**src/farspg_pkg.sv**
```systemverilog
/*
  Shared constants, register layout and state type of the flash array read,
  shadow and program gate. Assumes address bit n of the bus numbering maps to
  addr[31-n] of the little-endian vectors used here.
*/
package farspg_pkg;
  localparam int ADDR_W = 32;
  localparam int DATA_W = 32;
  localparam int N_BLK = 8;
  localparam int N_RPB = 2;
  localparam int PAGE_WORDS = 8;
  localparam int PAGE_BITS = 256;
  localparam int TAG_W = 13;
  localparam int WSEL_W = 3;
  localparam int PGW_W = 4;
  localparam int SPG_W = 3;
  localparam int A_WORD_LSB = 2;
  localparam int A_WORD_MSB = 4;
  localparam int A_PAGE_LSB = 5;
  localparam int A_PAGE_MSB = 7;
  localparam int A_PGW_MSB = 5;
  localparam int A_TAG_MSB = 17;
  localparam int A_RPB_BIT = 17;
  localparam int A_MAP_LSB = 18;
  localparam int A_MAP_MSB = 21;
  localparam int A_TOP_LSB = 25;
  localparam int A_REG_LSB = 4;
  localparam int A_OFS_MSB = 3;
  localparam logic [3:0] ARRAY_MAP = 4'h0;
  localparam logic [6:0] TOP_ZERO = 7'h00;
  localparam logic [27:0] REG_BASE = 28'h002FC80;
  localparam logic [3:0] OFS_CTRL = 4'h0;
  localparam logic [3:0] OFS_PROT = 4'h4;
  localparam logic [3:0] OFS_CFG = 4'h8;
  localparam int CTRL_HVE = 0;
  localparam int CTRL_SETUP = 1;
  localparam int CTRL_PE = 2;
  localparam int CTRL_SHADOW = 3;
  localparam int CTRL_BLK_LSB = 8;
  localparam int CTRL_DIS = 16;
  localparam int CTRL_PGMW = 17;
  localparam int PROT_LOCK_LSB = 0;
  localparam int PROT_RLOCK_LSB = 8;
  localparam int PROT_OVR = 10;
  localparam int CFG_PRESENT_N_BIT = 11;
  localparam logic [31:0] CTRL_RST = 32'h0000_0000;
  localparam logic [31:0] PROT_RST = 32'h0000_0400;
  localparam logic [31:0] CFG_RST = 32'hFFFF_FFFF;
  localparam logic [1:0] RLOCK_ALL1 = 2'h3;
  localparam logic [1:0] RLOCK_ALL0 = 2'h0;
  localparam logic [7:0] BUF0_ONLY = 8'h01;
  localparam logic [2:0] MARGIN_CLKS = 3'h4;
  typedef enum logic [1:0] {ST_IDLE, ST_STALL, ST_MARGIN, ST_FETCH} farspg_state_t;
endpackage

```
**src/farspg_rpb_if.sv**
```systemverilog
/*
  Carrier between the gate and its read page buffer monitor.
  Assumes one lookup and at most one load per clock.
*/
`timescale 1ns/1ps
interface farspg_rpb_if;
  logic inv;
  logic load;
  logic sel;
  logic [farspg_pkg::TAG_W-1:0] tag;
  logic [farspg_pkg::WSEL_W-1:0] word;
  logic [farspg_pkg::PAGE_BITS-1:0] page;
  logic hit;
  logic [farspg_pkg::DATA_W-1:0] rdata;
  modport ctl (output inv, load, sel, tag, word, page, input hit, rdata);
  modport mon (input inv, load, sel, tag, word, page, output hit, rdata);
endinterface

```
**src/farspg_rpb.sv**
```systemverilog
/*
  Two read page buffers with address tags and valid status.
  Assumes the gate never loads and invalidates the same buffer in one clock
  with intent; invalidation wins so stale pages are never served.
*/
`timescale 1ns/1ps
module farspg_rpb (
  input wire logic clk_i,
  input wire logic rst_n_i,
  farspg_rpb_if.mon rpb
);
  logic [farspg_pkg::N_RPB-1:0] valid;
  logic [farspg_pkg::TAG_W-1:0] tags [farspg_pkg::N_RPB];
  logic [farspg_pkg::DATA_W-1:0] mem [farspg_pkg::N_RPB][farspg_pkg::PAGE_WORDS];

  genvar gb, gw;
  generate
    for (gb = 0; gb < farspg_pkg::N_RPB; gb++) begin : g_buf
      always_ff @(posedge clk_i or negedge rst_n_i) begin
        if (!rst_n_i) begin
          valid[gb] <= 1'b0;
          tags[gb] <= '0;
        end else if (rpb.inv) begin
          valid[gb] <= 1'b0;
        end else if (rpb.load && (rpb.sel == 1'(gb))) begin
          valid[gb] <= 1'b1;
          tags[gb] <= rpb.tag;
        end
      end
      for (gw = 0; gw < farspg_pkg::PAGE_WORDS; gw++) begin : g_word
        always_ff @(posedge clk_i or negedge rst_n_i) begin
          if (!rst_n_i) begin
            mem[gb][gw] <= '0;
          end else if (rpb.load && (rpb.sel == 1'(gb))) begin
            mem[gb][gw] <= rpb.page[gw*farspg_pkg::DATA_W +: farspg_pkg::DATA_W];
          end
        end
      end
    end
  endgenerate

  assign rpb.hit = valid[rpb.sel] && (tags[rpb.sel] == rpb.tag);
  assign rpb.rdata = mem[rpb.sel][rpb.word];
endmodule

```
**src/farspg_top.sv**
```systemverilog
/*
  Read gate, shadow selection and programming gate of an on-chip flash array.
  Assumes the bus master issues one request at a time and waits for ack_o,
  and that the array core answers a page read in the same clock that array_rd_o is high.
*/
`timescale 1ns/1ps
module farspg_top (
  input wire logic clk_i,
  input wire logic rst_n_i,
  input wire logic soft_rst_i,
  input wire logic req_i,
  input wire logic wr_i,
  input wire logic sup_data_i,
  input wire logic [31:0] addr_i,
  input wire logic [31:0] wdata_i,
  input wire logic [255:0] array_page_i,
  input wire logic [31:0] array_cfg_i,
  input wire logic ext_prog_en_i,
  input wire logic sys_cfg_req_i,
  output logic ack_o,
  output logic err_o,
  output logic [31:0] rdata_o,
  output logic array_rd_o,
  output logic [12:0] array_page_o,
  output logic array_shadow_o,
  output logic array_margin_o,
  output logic pgm_we_o,
  output logic [7:0] pgm_buf_o,
  output logic [3:0] pgm_word_o,
  output logic [31:0] pgm_clear_o,
  output logic [7:0] hv_block_o,
  output logic hv_erase_o,
  output logic [31:0] cfg_word_o,
  output logic cfg_valid_o
);
  function automatic logic is_reg(input logic [31:0] a);
    return a[31:farspg_pkg::A_REG_LSB] == farspg_pkg::REG_BASE;
  endfunction

  function automatic logic is_arr(input logic [31:0] a);
    return (a[31:farspg_pkg::A_TOP_LSB] == farspg_pkg::TOP_ZERO) &&
           (a[farspg_pkg::A_MAP_MSB:farspg_pkg::A_MAP_LSB] == farspg_pkg::ARRAY_MAP) && !is_reg(a);
  endfunction

  farspg_rpb_if rpb ();

  farspg_rpb u_rpb (
    .clk_i(clk_i),
    .rst_n_i(rst_n_i),
    .rpb(rpb.mon)
  );

  farspg_pkg::farspg_state_t state;
  logic hve;
  logic setup;
  logic pe;
  logic shadow;
  logic disable_mod;
  logic [7:0] blk_sel;
  logic [7:0] wr_lock;
  logic [1:0] read_lock_field;
  logic read_lock_field_ovr;
  logic pgm_seen;
  logic erase_seen;
  logic writes_closed;
  logic [31:0] cfg;
  logic [2:0] mcnt;
  logic [farspg_pkg::TAG_W-1:0] q_tag;
  logic [farspg_pkg::WSEL_W-1:0] q_word;
  logic q_sel;
  logic q_shadow;

  logic take;
  logic take_reg_wr;
  logic take_reg_rd;
  logic take_arr_wr;
  logic take_arr_rd;
  logic refused;
  logic lookup;
  logic margin_mode;
  logic pgm_write;
  logic erase_write;
  logic next_shadow;
  logic next_hve;
  logic next_setup;
  logic invalidate;
  logic [farspg_pkg::TAG_W-1:0] lk_tag;
  logic [farspg_pkg::WSEL_W-1:0] lk_word;
  logic lk_sel;
  logic [7:0] act_buf;
  logic [31:0] reg_rdata;
  logic [3:0] ofs;

  assign ofs = addr_i[farspg_pkg::A_OFS_MSB:0];
  assign take = (state == farspg_pkg::ST_IDLE) && req_i;
  assign take_reg_wr = take && wr_i && is_reg(addr_i);
  assign take_reg_rd = take && !wr_i && is_reg(addr_i);
  assign take_arr_wr = take && wr_i && is_arr(addr_i);
  assign take_arr_rd = take && !wr_i && is_arr(addr_i);
  assign margin_mode = setup && (pgm_seen || erase_seen) && !hve;

  // A shadow read that is not supervisor data has nothing to return, so it is refused too.
  assign refused = soft_rst_i || disable_mod || (shadow && !sup_data_i) ||
                   (!read_lock_field_ovr && ((read_lock_field == farspg_pkg::RLOCK_ALL1) ||
                                    (read_lock_field == farspg_pkg::RLOCK_ALL0)));

  // Shadow pages drop block and row bits so 256 bytes repeat over the whole array.
  always_comb begin
    if (shadow) begin
      lk_tag = {{(farspg_pkg::TAG_W-farspg_pkg::SPG_W){1'b0}},
                addr_i[farspg_pkg::A_PAGE_MSB:farspg_pkg::A_PAGE_LSB]};
      lk_sel = 1'b0;
    end else begin
      lk_tag = addr_i[farspg_pkg::A_TAG_MSB:farspg_pkg::A_PAGE_LSB];
      lk_sel = addr_i[farspg_pkg::A_RPB_BIT];
    end
    lk_word = addr_i[farspg_pkg::A_WORD_MSB:farspg_pkg::A_WORD_LSB];
  end

  assign lookup = (take_arr_rd && !refused && !hve) || ((state == farspg_pkg::ST_STALL) && !hve);

  always_comb begin
    rpb.load = (state == farspg_pkg::ST_FETCH);
    rpb.page = array_page_i;
    if (state == farspg_pkg::ST_IDLE) begin
      rpb.tag = lk_tag;
      rpb.sel = lk_sel;
      rpb.word = lk_word;
    end else begin
      rpb.tag = q_tag;
      rpb.sel = q_sel;
      rpb.word = q_word;
    end
  end

  assign pgm_write = take_arr_wr && setup && !pe && !hve && !writes_closed;
  assign erase_write = take_arr_wr && setup && pe && !hve && !writes_closed;

  always_comb begin
    next_shadow = shadow;
    next_setup = setup;
    next_hve = hve;
    if (take_reg_wr && (ofs == farspg_pkg::OFS_CTRL)) begin
      if (!(setup && !pe)) begin
        next_shadow = wdata_i[farspg_pkg::CTRL_SHADOW];
      end
      next_setup = wdata_i[farspg_pkg::CTRL_SETUP];
      // High voltage can only rise once setup is held and the buffers were written.
      next_hve = wdata_i[farspg_pkg::CTRL_HVE] && setup && next_setup && (pgm_seen || erase_seen);
    end
  end

  assign invalidate = soft_rst_i || pgm_write || erase_write || (next_hve && !hve) ||
                      (setup && !next_setup) || (next_shadow != shadow);
  assign rpb.inv = invalidate;

  always_comb begin
    case (ofs)
      farspg_pkg::OFS_CTRL: begin
        reg_rdata = '0;
        reg_rdata[farspg_pkg::CTRL_HVE] = hve;
        reg_rdata[farspg_pkg::CTRL_SETUP] = setup;
        reg_rdata[farspg_pkg::CTRL_PE] = pe;
        reg_rdata[farspg_pkg::CTRL_SHADOW] = shadow;
        reg_rdata[farspg_pkg::CTRL_BLK_LSB +: farspg_pkg::N_BLK] = blk_sel;
        reg_rdata[farspg_pkg::CTRL_DIS] = disable_mod;
        reg_rdata[farspg_pkg::CTRL_PGMW] = pgm_seen;
      end
      farspg_pkg::OFS_PROT: begin
        reg_rdata = '0;
        reg_rdata[farspg_pkg::PROT_LOCK_LSB +: farspg_pkg::N_BLK] = wr_lock;
        reg_rdata[farspg_pkg::PROT_RLOCK_LSB +: 2] = read_lock_field;
        reg_rdata[farspg_pkg::PROT_OVR] = read_lock_field_ovr;
      end
      farspg_pkg::OFS_CFG: reg_rdata = cfg;
      default: reg_rdata = '0;
    endcase
  end

  always_ff @(posedge clk_i or negedge rst_n_i) begin
    if (!rst_n_i) begin
      hve <= farspg_pkg::CTRL_RST[farspg_pkg::CTRL_HVE];
      setup <= farspg_pkg::CTRL_RST[farspg_pkg::CTRL_SETUP];
      pe <= farspg_pkg::CTRL_RST[farspg_pkg::CTRL_PE];
      shadow <= farspg_pkg::CTRL_RST[farspg_pkg::CTRL_SHADOW];
      disable_mod <= farspg_pkg::CTRL_RST[farspg_pkg::CTRL_DIS];
      blk_sel <= farspg_pkg::CTRL_RST[farspg_pkg::CTRL_BLK_LSB +: farspg_pkg::N_BLK];
      wr_lock <= farspg_pkg::PROT_RST[farspg_pkg::PROT_LOCK_LSB +: farspg_pkg::N_BLK];
      read_lock_field <= farspg_pkg::PROT_RST[farspg_pkg::PROT_RLOCK_LSB +: 2];
      read_lock_field_ovr <= farspg_pkg::PROT_RST[farspg_pkg::PROT_OVR];
    end else if (soft_rst_i) begin
      hve <= 1'b0;
      setup <= 1'b0;
      shadow <= 1'b0;
    end else begin
      hve <= next_hve;
      setup <= next_setup;
      shadow <= next_shadow;
      if (take_reg_wr && (ofs == farspg_pkg::OFS_CTRL)) begin
        pe <= wdata_i[farspg_pkg::CTRL_PE];
        disable_mod <= wdata_i[farspg_pkg::CTRL_DIS];
        blk_sel <= wdata_i[farspg_pkg::CTRL_BLK_LSB +: farspg_pkg::N_BLK];
      end
      if (take_reg_wr && (ofs == farspg_pkg::OFS_PROT)) begin
        wr_lock <= wdata_i[farspg_pkg::PROT_LOCK_LSB +: farspg_pkg::N_BLK];
        read_lock_field <= wdata_i[farspg_pkg::PROT_RLOCK_LSB +: 2];
        read_lock_field_ovr <= wdata_i[farspg_pkg::PROT_OVR];
      end
    end
  end

  // Buffer writes close when the pulse starts and reopen only after setup drops.
  always_ff @(posedge clk_i or negedge rst_n_i) begin
    if (!rst_n_i) begin
      pgm_seen <= 1'b0;
      erase_seen <= 1'b0;
      writes_closed <= 1'b0;
    end else if (soft_rst_i || !next_setup) begin
      pgm_seen <= 1'b0;
      erase_seen <= 1'b0;
      writes_closed <= 1'b0;
    end else begin
      pgm_seen <= pgm_seen || pgm_write;
      erase_seen <= erase_seen || erase_write;
      writes_closed <= writes_closed || next_hve;
    end
  end

  assign act_buf = (shadow ? farspg_pkg::BUF0_ONLY : blk_sel) & ~wr_lock;

  always_ff @(posedge clk_i or negedge rst_n_i) begin
    if (!rst_n_i) begin
      pgm_we_o <= 1'b0;
      pgm_buf_o <= '0;
      pgm_word_o <= '0;
      pgm_clear_o <= '0;
      hv_block_o <= '0;
      hv_erase_o <= 1'b0;
    end else begin
      pgm_we_o <= pgm_write && (act_buf != '0);
      if (pgm_write) begin
        pgm_buf_o <= act_buf;
        pgm_word_o <= addr_i[farspg_pkg::A_PGW_MSB:farspg_pkg::A_WORD_LSB];
        pgm_clear_o <= ~wdata_i;
      end
      hv_block_o <= (hve && ext_prog_en_i) ? act_buf : '0;
      hv_erase_o <= hve && ext_prog_en_i && pe;
    end
  end

  // The word is forced blank while block zero erases and otherwise follows the array sense lines, so the erase shows as absent.
  always_ff @(posedge clk_i or negedge rst_n_i) begin
    if (!rst_n_i) begin
      cfg <= farspg_pkg::CFG_RST;
      cfg_word_o <= farspg_pkg::CFG_RST;
      cfg_valid_o <= 1'b0;
    end else begin
      if (hve && pe && ext_prog_en_i && act_buf[0]) begin
        cfg <= farspg_pkg::CFG_RST;
      end else begin
        cfg <= array_cfg_i;
      end
      cfg_word_o <= cfg;
      cfg_valid_o <= sys_cfg_req_i && !cfg[farspg_pkg::CFG_PRESENT_N_BIT];
    end
  end

  always_ff @(posedge clk_i or negedge rst_n_i) begin
    if (!rst_n_i) begin
      state <= farspg_pkg::ST_IDLE;
      ack_o <= 1'b0;
      err_o <= 1'b0;
      rdata_o <= '0;
      array_rd_o <= 1'b0;
      array_page_o <= '0;
      array_shadow_o <= 1'b0;
      array_margin_o <= 1'b0;
      mcnt <= '0;
      q_tag <= '0;
      q_word <= '0;
      q_sel <= 1'b0;
      q_shadow <= 1'b0;
    end else begin
      ack_o <= 1'b0;
      err_o <= 1'b0;
      array_rd_o <= 1'b0;
      if (take) begin
        q_tag <= lk_tag;
        q_word <= lk_word;
        q_sel <= lk_sel;
        q_shadow <= shadow;
      end
      case (state)
        farspg_pkg::ST_IDLE: begin
          if (take_reg_rd) begin
            ack_o <= 1'b1;
            rdata_o <= reg_rdata;
          end else if (take && (wr_i || !is_arr(addr_i))) begin
            ack_o <= 1'b1;
          end else if (take_arr_rd && refused) begin
            ack_o <= 1'b1;
            err_o <= 1'b1;
            rdata_o <= '0;
          end else if (take_arr_rd && hve) begin
            state <= farspg_pkg::ST_STALL;
          end
        end
        farspg_pkg::ST_STALL: begin
          if (soft_rst_i) begin
            state <= farspg_pkg::ST_IDLE;
            ack_o <= 1'b1;
            err_o <= 1'b1;
          end
        end
        farspg_pkg::ST_MARGIN: begin
          mcnt <= mcnt + 3'h1;
          if (mcnt == farspg_pkg::MARGIN_CLKS - 3'h1) begin
            array_rd_o <= 1'b1;
            state <= farspg_pkg::ST_FETCH;
          end
        end
        farspg_pkg::ST_FETCH: begin
          ack_o <= 1'b1;
          rdata_o <= array_page_i[q_word*farspg_pkg::DATA_W +: farspg_pkg::DATA_W];
          state <= farspg_pkg::ST_IDLE;
        end
        default: state <= farspg_pkg::ST_IDLE;
      endcase
      if (lookup && !soft_rst_i) begin
        if (rpb.hit && !invalidate) begin
          ack_o <= 1'b1;
          rdata_o <= rpb.rdata;
          state <= farspg_pkg::ST_IDLE;
        end else begin
          array_page_o <= rpb.tag;
          array_shadow_o <= (state == farspg_pkg::ST_IDLE) ? shadow : q_shadow;
          array_margin_o <= margin_mode;
          mcnt <= '0;
          if (margin_mode) begin
            state <= farspg_pkg::ST_MARGIN;
          end else begin
            array_rd_o <= 1'b1;
            state <= farspg_pkg::ST_FETCH;
          end
        end
      end
    end
  end
endmodule

```
**config.mk**
```make
export PLATFORM = sky130hd
export DESIGN_NAME = farspg_top
export DESIGN_NICKNAME = d
export VERILOG_FILES = /design/src/farspg_pkg.sv /design/src/farspg_rpb_if.sv /design/src/farspg_rpb.sv /design/src/farspg_top.sv
export SDC_FILE = /design/constraint.sdc
export NUM_CORES = 1
export LEC_CHECK = 0
export BUFFER_PORTS_ARGS = -buffer_cell sky130_fd_sc_hd__buf_2
export CORE_MARGIN = 2
export CORE_UTILIZATION = 52
export CTS_BUF_LIST = sky130_fd_sc_hd__clkbuf_16
export DETAILED_ROUTE_END_ITERATION = 16
export PLACE_DENSITY = 0.78
export SYNTH_ARGS = -nofsm -noshare
export SYNTH_HDL_FRONTEND = slang
export SYNTH_SLANG_ARGS = --single-unit
```
**constraint.sdc**
```tcl
create_clock -name clk_i -period 2.7 [get_ports clk_i]
set_input_delay 0.54 -clock clk_i [delete_from_list [all_inputs] [get_ports clk_i]]
set_output_delay 0.54 -clock clk_i [all_outputs]
set_load 0.03 [all_outputs]
```
# Word level (Yosys, flattened, before mapping)

Index checks and enable logic that the tools add are counted.

Input port bits: 360
Word-level logic and storage cells: 242
Flip-flop bits (word level): 759

$lt $le $gt $ge: 3
Reductions and logical operators: 89
Equality and inequality tests: 16
Shifts and indexed selects: 1
Muxes and demuxes: 69
Bitwise gates (word level): 9
Add/sub/neg operators: 1

Operators with widths:

| kind                   | number |
|---|---|
| $mux W256              | 3 |
| $mux W32               | 8 |
| $shiftx A256 B9 Y32    | 1 |
| $bmux W32 S3           | 1 |
| $pmux W32 S3           | 1 |
| $mux W13               | 5 |
| $pmux W32 S2           | 1 |
| $logic_and A1 B1 Y1    | 46 |
| $mux W1                | 33 |
| $not A32 Y32           | 1 |
| $eq A28 B18 Y1 const B | 1 |
| $logic_or A1 B1 Y1     | 16 |
| $mux W2                | 8 |
| $mux W8                | 2 |
| $eq A13 B13 Y1         | 1 |
| $logic_not A1 Y1       | 13 |
| $mux W3                | 4 |
| $ne A3 B2 Y1 const B   | 4 |
| $reduce_and A2 Y1      | 5 |
| $and A8 B8 Y8          | 1 |
| $logic_not A4 Y1       | 2 |
| $not A8 Y8             | 1 |
| $pmux W2 S4            | 1 |
| $reduce_bool A8 Y1     | 1 |
| other kinds (21)       | 28 |

# Longest topological paths before layout

Depth after elaboration: 17
Mapped depth: 13
Depth with buffers taken out: 9

# Hierarchy

From an unflattened synthesis, not the netlist that was laid out.

Cells, all modules: 2358
Area, all modules: 34855.9 um^2

Modules (own cells, without submodules):

| module     | seq. area each (um^2) | area an instance (um^2) | cells an instance | times used |
|---|---|---|---|---|
| farspg_rpb | 13513.0               | 23934.2                 | 1454              | 1 |
| farspg_top | 5536.6                | 10921.7                 | 904               | 1 |

# Worst setup path before layout

No wires, ideal clock.

Kind: register -> register
Start: register state[0]
End: register array_margin_o
Clock period less this slack: 2.570 ns
Setup time: 0.128 ns
Required time: 2.572 ns
Arrival: 2.443 ns
Buffers on the path: 3
Cell stages (with the launch flop): 12
Path slack: 0.130 ns
Cell sequence: dfrtp_1 > inv_1 > ha_1 > buf_6 > buf_6 > mux2_2 > and3_1 > nor4_1 > nand4b_1 > o21ai_1 > buf_4 > mux2_1

Word-level cells in the longest chain between the ends: 17
Elaborated cells on any way between the ends: 47
Classes of those cells: eq/ne: 3; mux: 10; bitwise: 2; reduce/logical: 32

RTL lines:

| element                                           | line              | source |
|---|---|---|
| start, declared                                   | farspg_top.sv:53  | `farspg_pkg::farspg_state_t state;` |
| start signal, assigned                            | farspg_top.sv:270 | `state <= farspg_pkg::ST_IDLE;` |
| start signal, assigned                            | farspg_top.sv:305 | `state <= farspg_pkg::ST_STALL;` |
| start signal, assigned                            | farspg_top.sv:310 | `state <= farspg_pkg::ST_IDLE;` |
| branches (longest 16 deep; another with $mux W13) | --                |  |
| $reduce_and A2 Y1 (no source line) *              | --                |  |
| end signal, assigned                              | farspg_top.sv:337 | `array_margin_o <= margin_mode;` |
| end, declared                                     | farspg_top.sv:26  | `output logic array_margin_o,` |

Mark *: on every way between the ends. The select of a mux whose other input is x is not followed.
A chain may end at the register's enable or synchronous reset.

# Worst setup path in the final report

Start: register state[0]
End: register rdata_o[13]

Word-level cells in the longest chain between the ends: 17
Elaborated cells on any way between the ends: 63
Classes of those cells: eq/ne: 4; mux: 23; bitwise: 2; reduce/logical: 34

RTL lines:

| element                                            | line              | source |
|---|---|---|
| branches (longest 16 deep; another with $mux W256) | --                |  |
| $mux W32 *                                         | farspg_top.sv:329 | `if (lookup && !soft_rst_i) begin` |
| end signal, assigned                               | farspg_top.sv:297 | `rdata_o <= reg_rdata;` |
| end signal, assigned                               | farspg_top.sv:324 | `rdata_o <= array_page_i[q_word*farspg_pkg::DATA_W +: farspg_pkg::DATA_W];` |
| end signal, assigned                               | farspg_top.sv:332 | `rdata_o <= rpb.rdata;` |
| end, declared                                      | farspg_top.sv:22  | `output logic [31:0] rdata_o,` |

Marked as above.

==> results.ini <==
[outcome]
status=finished, violations left
violations=setup timing

[layout]
nets=3513
fin_util_pct=64.4
layout-drive-gt1-share_pct=53.6
num-fill-cells=4845
finalNonFillerCells=4097
syn_to_final_growth_pct=22.2

[worst_setup_path]
worst_r2r_endpoint=rdata_o[13]
worstSetupStartpointType=flop
cp_slowest_cell=dfrtp_1
crit_end=rdata_o[13]
startpoint=state[0]
worstReg2RegStart=state[0]
crit_path_max_incr_delay_ns=0.37
path_max_fanout=17
path_buf_inv=5
r2r_cells=13
cp_cell_sequence=inv_2 > ha_4 > nor2b_1 > buf_4 > buf_4 > o21ai_2 > and3_1 > nor4_1 > and4_1 > nand4_1 > buf_6 > buf_12 > mux2i_1
reg2reg_slack_ns=-0.05
crit_arrival_ns=3.28
path_depth=13
crit_required_ns=3.23
cp-end-kind=flop
crit_family=simple AND/OR/NAND/NOR gates
criticalPathCategory=flop to flop
path_common_cell=buf_4

[power_and_ir_drop]
comb_power_share_pct=14.6
ir_worst_vdd_mv=0.431
pwr-share-seq_pct=45.9
p_leak_nw=20.8
clock_power_share_pct=39.5
intPower_mw=19.6
swShare_pct=27.4
powerDensity_nw_per_um2=621
p_switching_mw=7.39
total_power_mw=27.0

[synthesis]
synth-seq-cells=758
synth_top_area_cell=dfrtp_1
synth.avg_cell_area_um2=13.9
synth_commonest_cells=693 x dfrtp_1, 556 x mux2_2, 255 x nand2_1
yosys_warnings=0
synth_area_leaders=dfrtp_1 49%, mux2_2 18%, mux4_2 12%
ys_seq_area_share_pct=53.7
synth_compound_area_share_pct=3.92
synthFlopType=dfrtp_1
synth_top_family_by_area=multiplexers
synthXorXnorAreaFrac_pct=0.148
async_flop_share_pct=100
synthAdderAreaFrac_pct=0.247
synth_most_common_cell=dfrtp_1
synthSimpleGateAreaFrac_pct=6.78
synthCells=2548
postSynthNetCount=2915
synthMuxAreaShare_pct=32.6
synth_cell_types=64
synth_edf_count=0
synth_top_area_share_pct=48.8
synth_area_um2=35500

[sta]
layout_setup_ws_ns=-0.0498
tightestPinTransition_ns=1.12
finalHoldViolations=0
clock_skew_ns=0.0206
maxSlewHeadroom_pct=25.6
fmax_ghz=0.364
setup_viol=46
min_period_over_period_pct=102
rsz0062_at_grt=yes
fin_crit_ns=2.75
slew_viol_final=0

[floorplan]
initial_core_util_pct=52.7
ios=497
die_width_um=265
rows=95
fp.coreArea_um2=67400
die_h_um=265
die_area_um2=70400

[clock_network]
tritoncts=built
htree_num_levels=3
cts_buffers=81
cts.sinks=758
cts-root-buf=clkbuf_16
clkTransAtPathRegs_ns=0.06
clock_latency_ns=0.63
clockBufferDepth=3

[grt]
antenna_found_initial=23
overflow=0
grt_max_degree=86
grt_pass1_wl_um=160000
grt_pass1_vias=27100
grt_util_all_layers_pct=29.9

[route]
routedWlPerCell_um=25.5
ant_nets=0
first_pass_iters=6
vias=24900
routed_wl_um=105000
drt_iter0_markers=1820
drc_errors=0
via_per_inst=6.09

[placed_design]
dp.cells=3918
io_buffers=496
pre_cts_slack_ns=-0.240
routabilityCongestion=0.891
dp_hpwl_um=74000

[flow_run]
drv_cap=0

[hold_path]
min-delay-path-class=input port to flop

-- power by group through the flow --
stage / Clock, mW / Combinational (mW) / Sequential [mW]
after floorplan: 0 / 1.55 / 13.0
after global placement: 0 / 3.76 / 12.5
after detailed placement: 0 / 3.85 / 12.6
after CTS: 10.8 / 3.90 / 12.4
after global routing: 11.3 / 4.21 / 12.4
final: 10.6 / 3.94 / 12.4
-- timing repair --
item / in CTS / in global routing
gates cloned: 3 / 1
hold buffers: 1 / 0
resized for setup: 43 / 24
setup buffers: 7 / 6
hold endpoints to repair: 36 / 0
setup endpoints to repair: 52 / 53
pin swaps: 7 / 1
-- metrics by stage --
step / hold WS, ns / instance area [µm²] / TNS, ns
finish: 0.0951 / 43400 / -0.883
global placement: 0.357 / 40400 / -8.94
global route: 0.0750 / 43400 / -5.94
detailed placement: 0.358 / 40400 / -7.73
CTS: 0.0705 / 43200 / -0.153
floorplan: 0.244 / 35500 / 0
-- worst min path at each step --
| stage | startpoint | end | slack, ns | depth (start not counted) |
|---|---|---|---|---|
| final | wdata_i[18] | pgm_clear_o[18] | 0.1 | 2 |
| after global routing | wdata_i[18] | pgm_clear_o[18] | 0.08 | 2 |
| after CTS | wdata_i[18] | pgm_clear_o[18] | 0.07 | 2 |
| after detailed placement | cfg[30] | cfg_word_o[30] | 0.36 | 0 |
| after global placement | cfg[23] | cfg_word_o[23] | 0.36 | 0 |
| after floorplan | rst_n_i | ack_o | 0.24 | 0 |
-- layout by cell type, fill, tap and decap left out, drive strengths merged, types with 39 or more instances in the layout --
cell,synthesis,layout
buf,109,696
dfrtp,693,693
mux2,569,569
nand2,256,256
mux4,192,192
o21ai,96,96
clkbuf,74,83
mux2i,83,83
dfstp,65,65
nand3,63,63
nor2,56,56
a21oi,54,54
inv,13,39
-- area by class of cell --
cell class / instances / area [µm²] / area share (%)
Clock inverter: 61 / 454 / 1.05
Antenna cell: 18 / 45.0 / 0.104
Timing Repair Buffer: 698 / 4880 / 11.2
Inverter: 13 / 48.8 / 0.112
Clock buffer: 82 / 2050 / 4.73
Sequential cell: 758 / 19100 / 43.9
Multi-Input combinational cell: 1594 / 15800 / 36.3
Tap cell: 873 / 1090 / 2.52
-- logic make-up after synthesis --
logic type	Yosys count
multiplexers	844
flip-flops	758
buffers and inverters	196
AND/OR/NAND/NOR	503
adder cells (fa/ha/maj)	7
XOR/XNOR	6
AO/OA/AOI/OAI	234
-- per-layer routing --
layer  global-route usage [%]  up-vias  wire (µm)
met2                     48.9     1020      51300
met4                     11.8       12       3710
met5                        0        -         79
met1                     38.4    13100      41500
li1                         -    10600          -
met3                     7.71      244       8100
-- worst reg2reg max path, stage by stage, from the launching register on --
cell	delay (ns)
dfrtp_1	0.37
inv_2	0.07
ha_4	0.20
nor2b_1	0.13
buf_4	0.23
buf_4	0.15
o21ai_2	0.05
and3_1	0.21
nor4_1	0.31
and4_1	0.25
nand4_1	0.12
buf_6	0.18
buf_12	0.18
mux2i_1	0.22
-- flip-flops by register name, indices dropped and copies added (netlist names), 2 cells and up --
name             cells
q_word               3
state                2
pgm_clear_o         32
array_page_o        13
pgm_word_o           4
cfg                 32
blk_sel              8
wr_lock              8
hv_block_o           8
read_lock_field      2
pgm_buf_o            8
u_rpb.tags          26
mcnt                 3
u_rpb.valid          2
rdata_o             32
u_rpb.mem          512
cfg_word_o          32
q_tag               13
(Power assumes the default switching activity.)
